<file path="config.mk">
export PLATFORM = sky130hd
export DESIGN_NAME = internal_stable_flag_top
export DESIGN_NICKNAME = d
export VERILOG_FILES = /design/src/shared/internal_stable_flag_pkg.sv /design/src/hdl/internal_stable_flag_ext_stab.sv /design/src/hdl/internal_stable_flag_top.sv
export SDC_FILE = /design/constraint.sdc
export NUM_CORES = 1
export LEC_CHECK = 0
export ABC_AREA = 1
export BUFFER_PORTS_ARGS = -buffer_cell sky130_fd_sc_hd__buf_2
export CAP_MARGIN = 10
export CORE_MARGIN = 1
export CORE_UTILIZATION = 47
export CTS_CLUSTER_SIZE = 40
export DETAILED_ROUTE_END_ITERATION = 12
export MAX_ROUTING_LAYER = met4
export PLACE_DENSITY = 0.76
export SLEW_MARGIN = 30
export SYNTH_ARGS = -nofsm -noshare
export SYNTH_HDL_FRONTEND = slang
export SYNTH_SLANG_ARGS = --single-unit
export TNS_END_PERCENT = 10
</file>
<file path="constraint.sdc">
create_clock -name clock_i -period 2.5 [get_ports clock_i]
set_clock_uncertainty 0.1 [all_clocks]
set_input_delay 0.375 -clock clock_i [delete_from_list [all_inputs] [get_ports clock_i]]
set_output_delay 0.375 -clock clock_i [all_outputs]
set_load 0.02 [all_outputs]
</file>
<file path="src/shared/internal_stable_flag_pkg.sv">
/*
  Constants for the internal clock generator settle and trim block.
  Assumes a single 20 MHz clock domain; all times become cycle counts here.
*/
package internal_stable_flag_pkg;
  localparam int unsigned CLK_HZ            = 20_000_000;
  localparam int unsigned BASE_HZ           = 307_200;
  // Cycles of clock_i per base-clock period, rounded down
  localparam int unsigned BASE_DIV          = CLK_HZ / BASE_HZ;
  localparam int unsigned CORR_BASE_PERIODS = 4;
  localparam int unsigned FINE_MAX_CORR     = 8;
  localparam int unsigned MIN_MAX_CORR      = 24;
  localparam int unsigned CAP_TOTAL_UNITS   = 639;
  localparam int unsigned CAP_FIXED_UNITS   = 384;
  localparam int unsigned CAP_TRIM_UNITS    = 255;
  localparam logic [7:0]  TRIM_RESET        = 8'h80;
  localparam logic [6:0]  MULT_RESET        = 7'h15;
  localparam logic [9:0]  CAP_RESET_UNITS   = 10'h200;
  localparam int unsigned XTAL_STAB_CYCLES  = 4096;
  localparam int unsigned EXT_STAB_CYCLES   = 16;
  // Error thresholds in tenths of a percent
  localparam logic [9:0]  ERR_COARSE_LIMIT  = 10'h096;
  localparam logic [9:0]  ERR_STABLE_LIMIT  = 10'h032;
  // Frequency step per trim unit, thousandths of a percent
  localparam int unsigned TRIM_STEP_MPCT    = 195;
  // Monitor ranges in Hz
  localparam int unsigned MON_XTAL_LO_MIN   = 30_000;
  localparam int unsigned MON_XTAL_LO_MAX   = 100_000;
  localparam int unsigned MON_XTAL_HI_MIN   = 1_000_000;
  localparam int unsigned MON_XTAL_HI_MAX   = 8_000_000;
  localparam int unsigned MON_EXT_MIN       = 60;
  localparam int unsigned MON_EXT_MAX       = 32_000_000;
  localparam int unsigned MON_SLOW_MAX      = 307_200;

  typedef enum logic [3:0] {
    PH_IDLE   = 4'b0001,
    PH_COARSE = 4'b0010,
    PH_FINE   = 4'b0100,
    PH_MIN    = 4'b1000
  } internal_stable_flag_phase_t;
endpackage

</file>
<file path="src/hdl/internal_stable_flag_ext_stab.sv">
/*
  External clock stabilization divider: counts sampled edges of the
  external clock and flags stable after the configured count.
  Assumes the edge pulse is already synchronised to clock_i.
*/
`timescale 1ns/1ns
module internal_stable_flag_ext_stab
  import internal_stable_flag_pkg::*;
(
  input  wire logic clock_i,
  input  wire logic rst_i,
  input  wire logic clear_i,
  input  wire logic crystal_option_i,
  input  wire logic edge_i,
  output logic      stable_o
);
  logic [12:0] count_ff;
  logic [12:0] nxt_count;
  logic        stable_ff;
  wire  [12:0] limit = crystal_option_i ? 13'(XTAL_STAB_CYCLES) : 13'(EXT_STAB_CYCLES);
  wire         reach = edge_i && (count_ff + 13'h0001 >= limit);

  assign nxt_count = clear_i ? 13'h0000 :
                     (edge_i && !stable_ff) ? count_ff + 13'h0001 : count_ff;

  always_ff @(posedge clock_i) begin
    if (rst_i) begin
      count_ff  <= 13'h0000;
      stable_ff <= 1'b0;
    end else begin
      count_ff  <= nxt_count;
      stable_ff <= clear_i ? 1'b0 : (stable_ff | reach);
    end
  end
  assign stable_o = stable_ff;
endmodule

</file>
<file path="src/hdl/internal_stable_flag_top.sv">
/*
  Settle, trim and low-power control of the internal clock generator:
  loop filter pacing and phases, stable flags, trim capacitor, stop/wait
  handling and the four configuration options.
  Assumes one 20 MHz clock; the period error estimate comes from the
  frequency comparator as a magnitude in tenths of a percent.
*/
// Behaviour
// - leave coarse correction below fifteen percent
// - fine steps, at most eight to five; code does not limit the fine step count
// - one correction per four base periods
// - set internal stable within five percent
// - minimum steps, at most twenty-four more; code keeps minimum steps without limit
// - capacitor 384 fixed plus trim units
// - trim resets to 128, capacitor 512
// - each trim unit shifts frequency 0.195 percent
// - generator keeps running in wait mode
// - stop without option halts, clocks low
// - stop with option runs, no wake
// - stop without option clears stable flags and monitor
// - stop keeps selects, external enable, trim, divider
// - no external option blocks external enable
// - amplifier drives only with all three set
// - crystal option chooses monitor range
// - stabilization after 4096 or 16 cycles
// - slow option cuts drive, lowers range
// - all four options clear by default
// - internal clock is multiplier times base
// - multiplier/trim write or inactivity clears stable
`timescale 1ns/1ns
module internal_stable_flag_top
  import internal_stable_flag_pkg::*;
#(
  parameter int unsigned MULT_W = 7,
  parameter int unsigned TRIM_W = 8
) (
  input  wire logic              clock_i,
  input  wire logic              rst_i,
  input  wire logic              external_clock_option_i,
  input  wire logic              crystal_option_i,
  input  wire logic              slow_external_option_i,
  input  wire logic              run_in_stop_option_i,
  input  wire logic              stop_i,
  input  wire logic              wait_i,
  input  wire logic              mult_wr_i,
  input  wire logic [MULT_W-1:0] mult_wdata_i,
  input  wire logic              trim_wr_i,
  input  wire logic [TRIM_W-1:0] trim_wdata_i,
  input  wire logic              ext_gen_enable_wr_i,
  input  wire logic              ext_gen_enable_wdata_i,
  input  wire logic              internal_gen_enable_i,
  input  wire logic              clock_select_i,
  input  wire logic              monitor_enable_wr_i,
  input  wire logic              monitor_enable_wdata_i,
  input  wire logic              monitor_irq_enable_wr_i,
  input  wire logic              monitor_irq_enable_wdata_i,
  input  wire logic              monitor_inactive_i,
  input  wire logic              internal_inactive_i,
  input  wire logic [9:0]        period_error_i,
  input  wire logic              error_sign_i,
  input  wire logic              external_clock_i,
  input  wire logic              irq_pending_i,
  output logic                   internal_stable_flag_o,
  output logic                   external_stable_flag_o,
  output logic                   monitor_enable_o,
  output logic                   monitor_irq_enable_o,
  output logic                   monitor_flag_o,
  output logic                   external_gen_enable_o,
  output logic [MULT_W-1:0]      mult_o,
  output logic [TRIM_W-1:0]      trim_o,
  output logic [9:0]             cap_units_o,
  output logic [11:0]            oscillator_stage_ctrl_o,
  output logic                   correct_o,
  output logic                   correct_up_o,
  output logic [3:0]             phase_o,
  output logic                   base_tick_o,
  output logic                   clocks_run_o,
  output logic                   osc_input_is_port_o,
  output logic                   osc_output_drive_o,
  output logic                   reduced_drive_o,
  output logic                   mon_xtal_range_o,
  output logic                   mon_slow_range_o,
  output logic                   wake_o
);
  // Option capture one cycle after reset release
  logic [3:0] opt_ff;
  logic       opt_taken_ff;
  wire  ext_opt  = opt_ff[0];
  wire  xtal_opt = opt_ff[1];
  wire  slow_opt = opt_ff[2];
  wire  run_opt  = opt_ff[3];

  always_ff @(posedge clock_i) begin
    if (rst_i) begin
      opt_ff       <= 4'h0;
      opt_taken_ff <= 1'b0;
    end else if (!opt_taken_ff) begin
      opt_ff       <= {run_in_stop_option_i, slow_external_option_i,
                       crystal_option_i, external_clock_option_i};
      opt_taken_ff <= 1'b1;
    end
  end

  wire halted   = stop_i && !run_opt;
  wire gen_run  = internal_gen_enable_i && !halted;
  assign clocks_run_o = !halted;
  assign wake_o = irq_pending_i && wait_i && !stop_i;

  // Multiplier and trim hold through stop
  logic [MULT_W-1:0] mult_ff;
  logic [TRIM_W-1:0] trim_ff;
  always_ff @(posedge clock_i) begin
    if (rst_i) begin
      mult_ff <= MULT_W'(MULT_RESET);
      trim_ff <= TRIM_W'(TRIM_RESET);
    end else begin
      if (mult_wr_i)
        mult_ff <= mult_wdata_i;
      if (trim_wr_i)
        trim_ff <= trim_wdata_i;
    end
  end
  assign mult_o      = mult_ff;
  assign trim_o      = trim_ff;
  assign cap_units_o = 10'(CAP_FIXED_UNITS) + 10'(trim_ff);

  // Base-clock tick from the system clock
  logic [6:0] base_cnt_ff;
  wire        base_tick = gen_run && (base_cnt_ff == 7'(BASE_DIV - 1));
  always_ff @(posedge clock_i) begin
    if (rst_i || !gen_run)
      base_cnt_ff <= 7'h00;
    else
      base_cnt_ff <= base_tick ? 7'h00 : base_cnt_ff + 7'h01;
  end
  assign base_tick_o = base_tick;

  // Correction pacing and phase tracking
  internal_stable_flag_phase_t phase_ff;
  internal_stable_flag_phase_t nxt_phase;
  logic [1:0]  pace_ff;
  logic [4:0]  ncorr_ff;
  logic        istable_ff;
  logic [11:0] stage_ff;
  wire         restart  = mult_wr_i || trim_wr_i || internal_inactive_i || halted
                          || !internal_gen_enable_i;
  wire         corr_now = base_tick && (pace_ff == 2'(CORR_BASE_PERIODS - 1));
  wire         in_coarse = period_error_i >= ERR_COARSE_LIMIT;
  wire         in_fine   = !in_coarse && period_error_i >= ERR_STABLE_LIMIT;

  always_comb begin
    nxt_phase = phase_ff;
    case (phase_ff)
      PH_IDLE:   nxt_phase = PH_COARSE;
      PH_COARSE: if (corr_now && !in_coarse) nxt_phase = PH_FINE;
      PH_FINE:   if (corr_now && !in_fine && !in_coarse) nxt_phase = PH_MIN;
      PH_MIN:    if (corr_now && in_coarse) nxt_phase = PH_COARSE;
      default:   nxt_phase = PH_IDLE;
    endcase
  end

  // Step size per phase in stage-control units
  function automatic logic [11:0] step_of(input internal_stable_flag_phase_t ph);
    case (ph)
      PH_COARSE: step_of = 12'h020;
      PH_FINE:   step_of = 12'h008;
      PH_MIN:    step_of = 12'h001;
      default:   step_of = 12'h000;
    endcase
  endfunction

  wire [11:0] step = step_of(phase_ff);
  always_ff @(posedge clock_i) begin
    if (rst_i) begin
      phase_ff   <= PH_IDLE;
      pace_ff    <= 2'h0;
      ncorr_ff   <= 5'h00;
      istable_ff <= 1'b0;
      stage_ff   <= 12'h000;
    end else if (restart) begin
      phase_ff   <= PH_IDLE;
      pace_ff    <= 2'h0;
      ncorr_ff   <= 5'h00;
      istable_ff <= 1'b0;
    end else begin
      phase_ff <= nxt_phase;
      if (base_tick)
        pace_ff <= pace_ff + 2'h1;
      if (corr_now) begin
        stage_ff <= error_sign_i ? stage_ff - step : stage_ff + step;
        ncorr_ff <= (nxt_phase != phase_ff) ? 5'h00 : ncorr_ff + 5'h01;
        istable_ff <= (nxt_phase == PH_MIN);
      end
    end
  end
  assign correct_o               = corr_now;
  assign correct_up_o            = !error_sign_i;
  assign phase_o                 = phase_ff;
  assign oscillator_stage_ctrl_o = stage_ff;
  assign internal_stable_flag_o  = istable_ff;

  // External enable gated by the external-clock option
  logic ecg_ff;
  always_ff @(posedge clock_i) begin
    if (rst_i)
      ecg_ff <= 1'b0;
    else if (!ext_opt)
      ecg_ff <= 1'b0;
    else if (ext_gen_enable_wr_i)
      ecg_ff <= ext_gen_enable_wdata_i;
  end
  assign external_gen_enable_o = ecg_ff;
  assign osc_input_is_port_o   = !(ext_opt && ecg_ff);
  assign osc_output_drive_o    = xtal_opt && ext_opt && ecg_ff;
  assign reduced_drive_o       = slow_opt && osc_output_drive_o;
  assign mon_xtal_range_o      = xtal_opt;
  assign mon_slow_range_o      = slow_opt;

  // External clock pin synchroniser, change valid when stages 2 and 3 agree
  logic [2:0] ext_sync_ff;
  logic       ext_prev_ff;
  always_ff @(posedge clock_i) begin
    if (rst_i) begin
      ext_sync_ff <= 3'h0;
      ext_prev_ff <= 1'b0;
    end else begin
      ext_sync_ff <= {ext_sync_ff[1:0], external_clock_i};
      if (ext_sync_ff[2] == ext_sync_ff[1])
        ext_prev_ff <= ext_sync_ff[2];
    end
  end
  wire ext_rise = (ext_sync_ff[2] == ext_sync_ff[1]) && ext_sync_ff[2] && !ext_prev_ff;

  internal_stable_flag_ext_stab u_ext_stab (
    .clock_i          (clock_i),
    .rst_i            (rst_i),
    .clear_i          (!ecg_ff || halted || monitor_inactive_i),
    .crystal_option_i (xtal_opt),
    .edge_i           (ext_rise),
    .stable_o         (external_stable_flag_o)
  );

  // Clock monitor enable, interrupt enable and flag
  logic mon_ff;
  logic mie_ff;
  logic mflag_ff;
  wire  mon_kill = halted || !ecg_ff || !internal_gen_enable_i;
  always_ff @(posedge clock_i) begin
    if (rst_i || mon_kill) begin
      mon_ff   <= 1'b0;
      mie_ff   <= 1'b0;
      mflag_ff <= 1'b0;
    end else begin
      if (monitor_enable_wr_i && !mflag_ff)
        mon_ff <= monitor_enable_wdata_i && istable_ff && external_stable_flag_o;
      if (!mon_ff)
        mie_ff <= 1'b0;
      else if (monitor_irq_enable_wr_i)
        mie_ff <= monitor_irq_enable_wdata_i;
      mflag_ff <= mon_ff && (mflag_ff || monitor_inactive_i || internal_inactive_i);
    end
  end
  assign monitor_enable_o     = mon_ff;
  assign monitor_irq_enable_o = mie_ff;
  assign monitor_flag_o       = mflag_ff;
endmodule

</file>
After elaboration in Yosys (flattened, before gate mapping)
Index checks and enable logic that the tools add are counted.
Word-level totals
  output and inout port bits: 57
  register bits after elaboration: 68
  word-level logic and storage cells: 99
  input port bits: 48
Cells by class
  bitwise operators: 4
  add/subtract/negate cells: 6
  order comparisons: 3
  reductions and logical operators: 53
  multiplexer cells: 8
  equal/unequal tests: 8
Operator list (count)
  $logic_and A1 B1 Y1: 23
  $pmux W6 S3: 1
  $pmux W4 S4: 1
  $add A13 B1 Y13 const B: 1
  $ge A13 B13 Y1: 1
  $logic_not A1 Y1: 13
  $mux W13: 1
  $add A12 B12 Y12: 1
  $mux W12: 1
  $mux W4: 3
  $sub A12 B12 Y12: 1
  $logic_or A1 B1 Y1: 11
  $add A9 B8 Y10 const A: 1
  $ge A10 B6 Y1 const B: 1
  $ge A10 B8 Y1 const B: 1
  $reduce_or A2 Y1: 5
  $eq A4 B4 Y1 const B: 2
  $add A7 B1 Y7 const B: 1
  $eq A7 B7 Y1 const B: 1
  $eq A4 B1 Y1 const B: 1
  $eq A4 B2 Y1 const B: 1
  $eq A4 B3 Y1 const B: 1
  $not A1 Y1: 3
  $add A2 B1 Y2 const B: 1
  other kinds (5): 5

Longest topological paths before layout
  depth after elaboration: 11
  mapped depth: 17

By module
Synthesis repeated with hierarchy kept, for this count alone.
Unflattened totals
  cells, all modules: 580
  area, all modules: 3967.6 µm²
By module, submodules not included
  internal_stable_flag_top: instances 1, area each 2950.3 µm², sequential area each 1081.0 µm², cells an instance 427
  internal_stable_flag_ext_stab: instances 1, area each 1017.2 µm², sequential area each 280.3 µm², cells an instance 153

Least setup slack after synthesis
Ideal clock, no wire load.
  path type: reg2reg
  from: register phase_ff[2] (netlist: phase_o[2])
  to: register stage_ff[11] (netlist: oscillator_stage_ctrl_o[11])
  data required time: 2287 ps
  path slack: -153 ps
  data arrival time: 2441 ps
  clock period less this slack: 2653 ps
  stages on the path, launching flop included: 16
  cells stage by stage: dfxtp_1 -> inv_1 -> nor2_1 -> nand2_1 -> ha_1 -> ha_1 -> or2_2 -> ha_1 -> a21oi_1 -> o21bai_1 -> a21oi_1 -> nand3_1 -> nand2_1 -> nand3_1 -> nor2_1 -> nor2_1
Between the ends
  cells in the longest elaborated chain, start to end: 4
  elaborated cells between the ends (all ways): 7
  classes of those cells: 2 x add/sub; 3 x eq/ne; 2 x mux
Ends and longest elaborated chain
  start, declared: line internal_stable_flag_top.sv:139  | internal_stable_flag_phase_t phase_ff;
  start signal, assigned: line internal_stable_flag_top.sv:186  | phase_ff <= nxt_phase;
  $eq A4 B4 Y1, or another cell as far along: line internal_stable_flag_top.sv:164  | case (ph)
  $pmux W6 S3 *: line internal_stable_flag_top.sv:164
  $add A12 B12 Y12 or $sub A12 B12 Y12 (tied branches): line internal_stable_flag_top.sv:190  | stage_ff <= error_sign_i ? stage_ff - step : stage_ff + step;
  $mux W12 *: line internal_stable_flag_top.sv:190
  end signal, assigned: line internal_stable_flag_top.sv:190
  end, declared: line internal_stable_flag_top.sv:144  | logic [11:0] stage_ff;
Mark *: on every way between the ends. The rest lies on a longest branch, timed or not.
A chain may end at the register's enable or synchronous reset.

Worst setup path after layout
  from: register phase_ff[0] (netlist: phase_o[0])
  to: register stage_ff[10] (netlist: oscillator_stage_ctrl_o[10])
The elaborated chain is that of the path after synthesis.

==> impl_metrics.yaml <==
synth:
  yosysTopAreaCellShare: 0.372
  yosys_warnings: 0
  synth_cells: 514
  synthSimpleGateAreaFrac: 0.272
  synth_top_cell_by_area: "dfxtp_1"
  synthFlopType: "dfxtp_1"
  synth-edff-count: 0
  yosysUniqueCellTypes: 41
  synth_top_family_by_area: "simple AND/OR/NAND/NOR gates"
  syn_area_per_cell_sq_um: 7.12
  ys_ff_latch: 68
  synth_xor_area_frac: 0.0263
  synthAdderAreaFrac: 0.0739
  synth_area_leaders: "dfxtp_1, nand2_1, nor2_1"
  synthMuxAreaShare: 0.00274
  synthArstFlopShare: 0
  synth_fp_nets: 583
  synth_compound_area_frac: 0.146
  synth_area_sq_um: 3660
  ys_seq_area_frac: 0.372
drt:
  dr_wl_met3_microns: 508
  route.detailed.drc: 0
  drt-total-wl_microns: 8770
  drtPass1Iterations: 5
  wl_met2_microns: 4270
  routed.top_layer: "met4"
  vias: 3655
  antenna_left: 0
  wire_per_inst_microns: 12.0
  wl_met1_microns: 3880
  vias_per_cell: 5.02
  drtIter0Drc: 122
min_path:
  whs_path_depth: 3
  min_path_type: "in2reg"
  min_from: "mult_wdata_i[0]"
  holdPathEnd: "mult_o[0]$_SDFFE_PP1P_"
global_route:
  grt.total_usage: 0.226
  grt_overflow: 0
  grt_pass1_wl_microns: 14600
  first_global_vias: 3469
  grt_max_degree: 18
  antenna_found_initial: 0
clock_tree:
  htreeDepth: 3
  hold_buffers: 0
  cts_max_path_buffers: 2
  cts_tree: "yes"
  cts.sinks: 68
  cts_setup_buffers: 0
  cts-root-buf: "clkbuf_8"
  cts.clk_slew.worst_paths_ns: 0.07
  cts_made_buffers: 9
  clock_latency_ns: 0.35
finish:
  antennaDiodeCount: 0
  drive_gt1_frac: 0.293
  area_growth_pct: 27.8
  num-nets-final: 693
setup_path:
  crit_path_frequent_cell: "nand2_1"
  worstReg2RegEnd: "oscillator_stage_ctrl_o[10]$_SDFFE_PP0P_"
  cp-end-kind: "flip-flop"
  setup.worst_path.start_class: "flip-flop"
  cp_cell_sequence: "nor2_2, nand2_1, ha_2, ha_2, o21ai_2, ha_4, a21o_1, a21oi_2, nor2_1, nand2_1, o21ai_2, nand2_1, nand2_1, o21bai_1, inv_1"
  crit_required_ns: 2.64
  crit_fanout: 4
  r2r_start: "phase_o[0]$_SDFF_PP1_"
  reg2reg_slack_ns: 0.0003
  arrival_ns: 2.64
  worst-r2r-cell-count: 15
  path_class: "reg2reg"
  cpPeakStageDelay_ns: 0.33
  slowest_stage: "dfxtp_2"
timing:
  grt_setup_unrepaired: "true"
  worst_pin_slew_ns: 0.504
  final_max_slew_viol_count: 0
  timing.final.crit_share: 1.00
  setup_tns_ns: 0
  max_slew_margin: 0.661
  setup_viol: 0
  layout_min_cycle_time_ns: 2.50
  holdWs_ns: 0.147
  hold_viol_final: 0
  timing.fmax_mhz: 400
power:
  intPower_mw: 1.87
  power_density_nw_per_um2: 526
  combPwrFrac: 0.097
  power_switching_mw: 0.594
  p_leak_nw: 2.32
  p_sw_frac: 0.241
  clkPwrFrac: 0.446
  ir_drop_v: 0.000529
  pwr-share-seq: 0.458
place:
  dpl.hpwl_microns: 6540
  io_buffers: 102
  gp_congestion: 0.898
floorplan:
  die_h_microns: 90.2
  coreArea_sq_um: 7370
  io_pins: 105
  rows: 31
  start_util: 0.496
  die_w_microns: 90.2
  dieArea_sq_um: 8140
outcome:
  outcome: "complete, no violations"
run:
  cap_viol_max_count: 0
metrics by stage:
stage	power, mW	cell area, sq um	std cells	util	worst slack [ns]
global route	2.56	4680	728	0.635	-0.109
detailed placement	1.38	4330	712	0.587	-0.101
finish	2.46	4680	728	0.635	0.000270
CTS	2.48	4580	728	0.622	0.00691
floorplan	1.30	3690	514	-	0.00955
global placement	1.38	4330	712	0.587	0.00104
worst max path at each step:
stage / start / endpoint / slack (ns) / depth (start not counted)
6_report: phase_o[0]$_SDFF_PP1_ / oscillator_stage_ctrl_o[10]$_SDFFE_PP0P_ / 0.0003 / 15
3_3_place_gp: phase_o[0]$_SDFF_PP1_ / oscillator_stage_ctrl_o[10]$_SDFFE_PP0P_ / 0.001 / 15
4_1_cts: phase_o[0]$_SDFF_PP1_ / oscillator_stage_ctrl_o[10]$_SDFFE_PP0P_ / 0.007 / 15
3_5_place_dp: phase_o[0]$_SDFF_PP1_ / oscillator_stage_ctrl_o[9]$_SDFFE_PP0P_ / -0.10 / 14
2_1_floorplan: phase_o[0]$_SDFF_PP1_ / oscillator_stage_ctrl_o[10]$_SDFFE_PP0P_ / 0.01 / 15
5_1_grt: phase_o[2]$_SDFF_PP0_ / oscillator_stage_ctrl_o[10]$_SDFFE_PP0P_ / -0.11 / 16
cell usage after synthesis, drive strengths merged (7+ instances only):
library cell / number
a21oi: 38
buf: 12
dfxtp: 68
ha: 20
inv: 74
nand2: 88
nand3: 31
nand4: 7
nor2: 76
nor3: 10
o21ai: 49
cell type report:
cell class	instances	area, sq um
clock inverters	6	113
repair buffers	117	623
well taps	99	124
clock buffers	10	128
inverters	74	285
multi-input cells	354	2040
fillers	651	2690
flip-flops and latches	68	1370
logic make-up (layout without fill, tap and decap cells):
family / after synthesis / count (layout)
AO/OA/AOI/OAI: 100 / 100
XOR/XNOR: 11 / 11
adder cells (fa/ha/maj): 21 / 21
buffers and inverters: 92 / 207
flip-flops: 68 / 68
multiplexers: 1 / 1
AND/OR/NAND/NOR: 221 / 221
layout by cell type (no fill, tap or decap), types with 4 or more instances in the layout:
master,instances
nand2_1,84
nor2_1,69
nand4_1,7
dfxtp_1,64
inv_2,7
nor2_2,6
buf_2,102
buf_4,15
nor3_1,9
inv_1,65
ha_1,15
xor2_1,6
o21ai_0,43
xnor2_1,5
nand3_1,26
nand3_2,4
a21oi_1,33
clkbuf_8,9
dfxtp_2,4
a21oi_2,4
power by group through the flow:
| stage | Sequential (mW) | Clock (mW) | Combinational (mW) |
|---|---|---|---|
| floorplan | 1.17 | 0 | 0.125 |
| global placement | 1.15 | 0 | 0.228 |
| finish | 1.13 | 1.10 | 0.237 |
| detailed placement | 1.15 | 0 | 0.231 |
| global route | 1.13 | 1.17 | 0.263 |
| CTS | 1.13 | 1.12 | 0.234 |
per-layer routing:
metal / GRT usage / vias to the layer above
met1: 0.265 / 1655
met2: 0.381 / 106
met5: - / -
met3: 0.0398 / 12
li1: - / 1882
met4: 0.0954 / 0
timing repair:
item	4_1_cts	5_1_grt
pin swaps	2	7
setup endpoints to repair	4	6
gates resized for setup	8	21
sequential cells by signal (all words and copies together), names as in the netlist:
name	count
base_cnt_ff	7
ext_prev_ff	1
ext_sync_ff	3
external_gen_enable_o	1
internal_stable_flag_o	1
monitor_enable_o	1
monitor_flag_o	1
monitor_irq_enable_o	1
mult_o	7
opt_ff	4
opt_taken_ff	1
oscillator_stage_ctrl_o	12
pace_ff	2
phase_o	4
trim_o	8
u_ext_stab.count_ff	13
u_ext_stab.stable_o	1
critical path, delay by kind of cell, from the launching register on:
family                   cells  cell delay, ns
adder cells (fa/ha/maj)      3            0.72
flip-flops                   1            0.33
AO/OA/AOI/OAI                5            0.68
AND/OR/NAND/NOR              6            0.52
buffers and inverters        1            0.05
(Power assumes the default switching activity.)
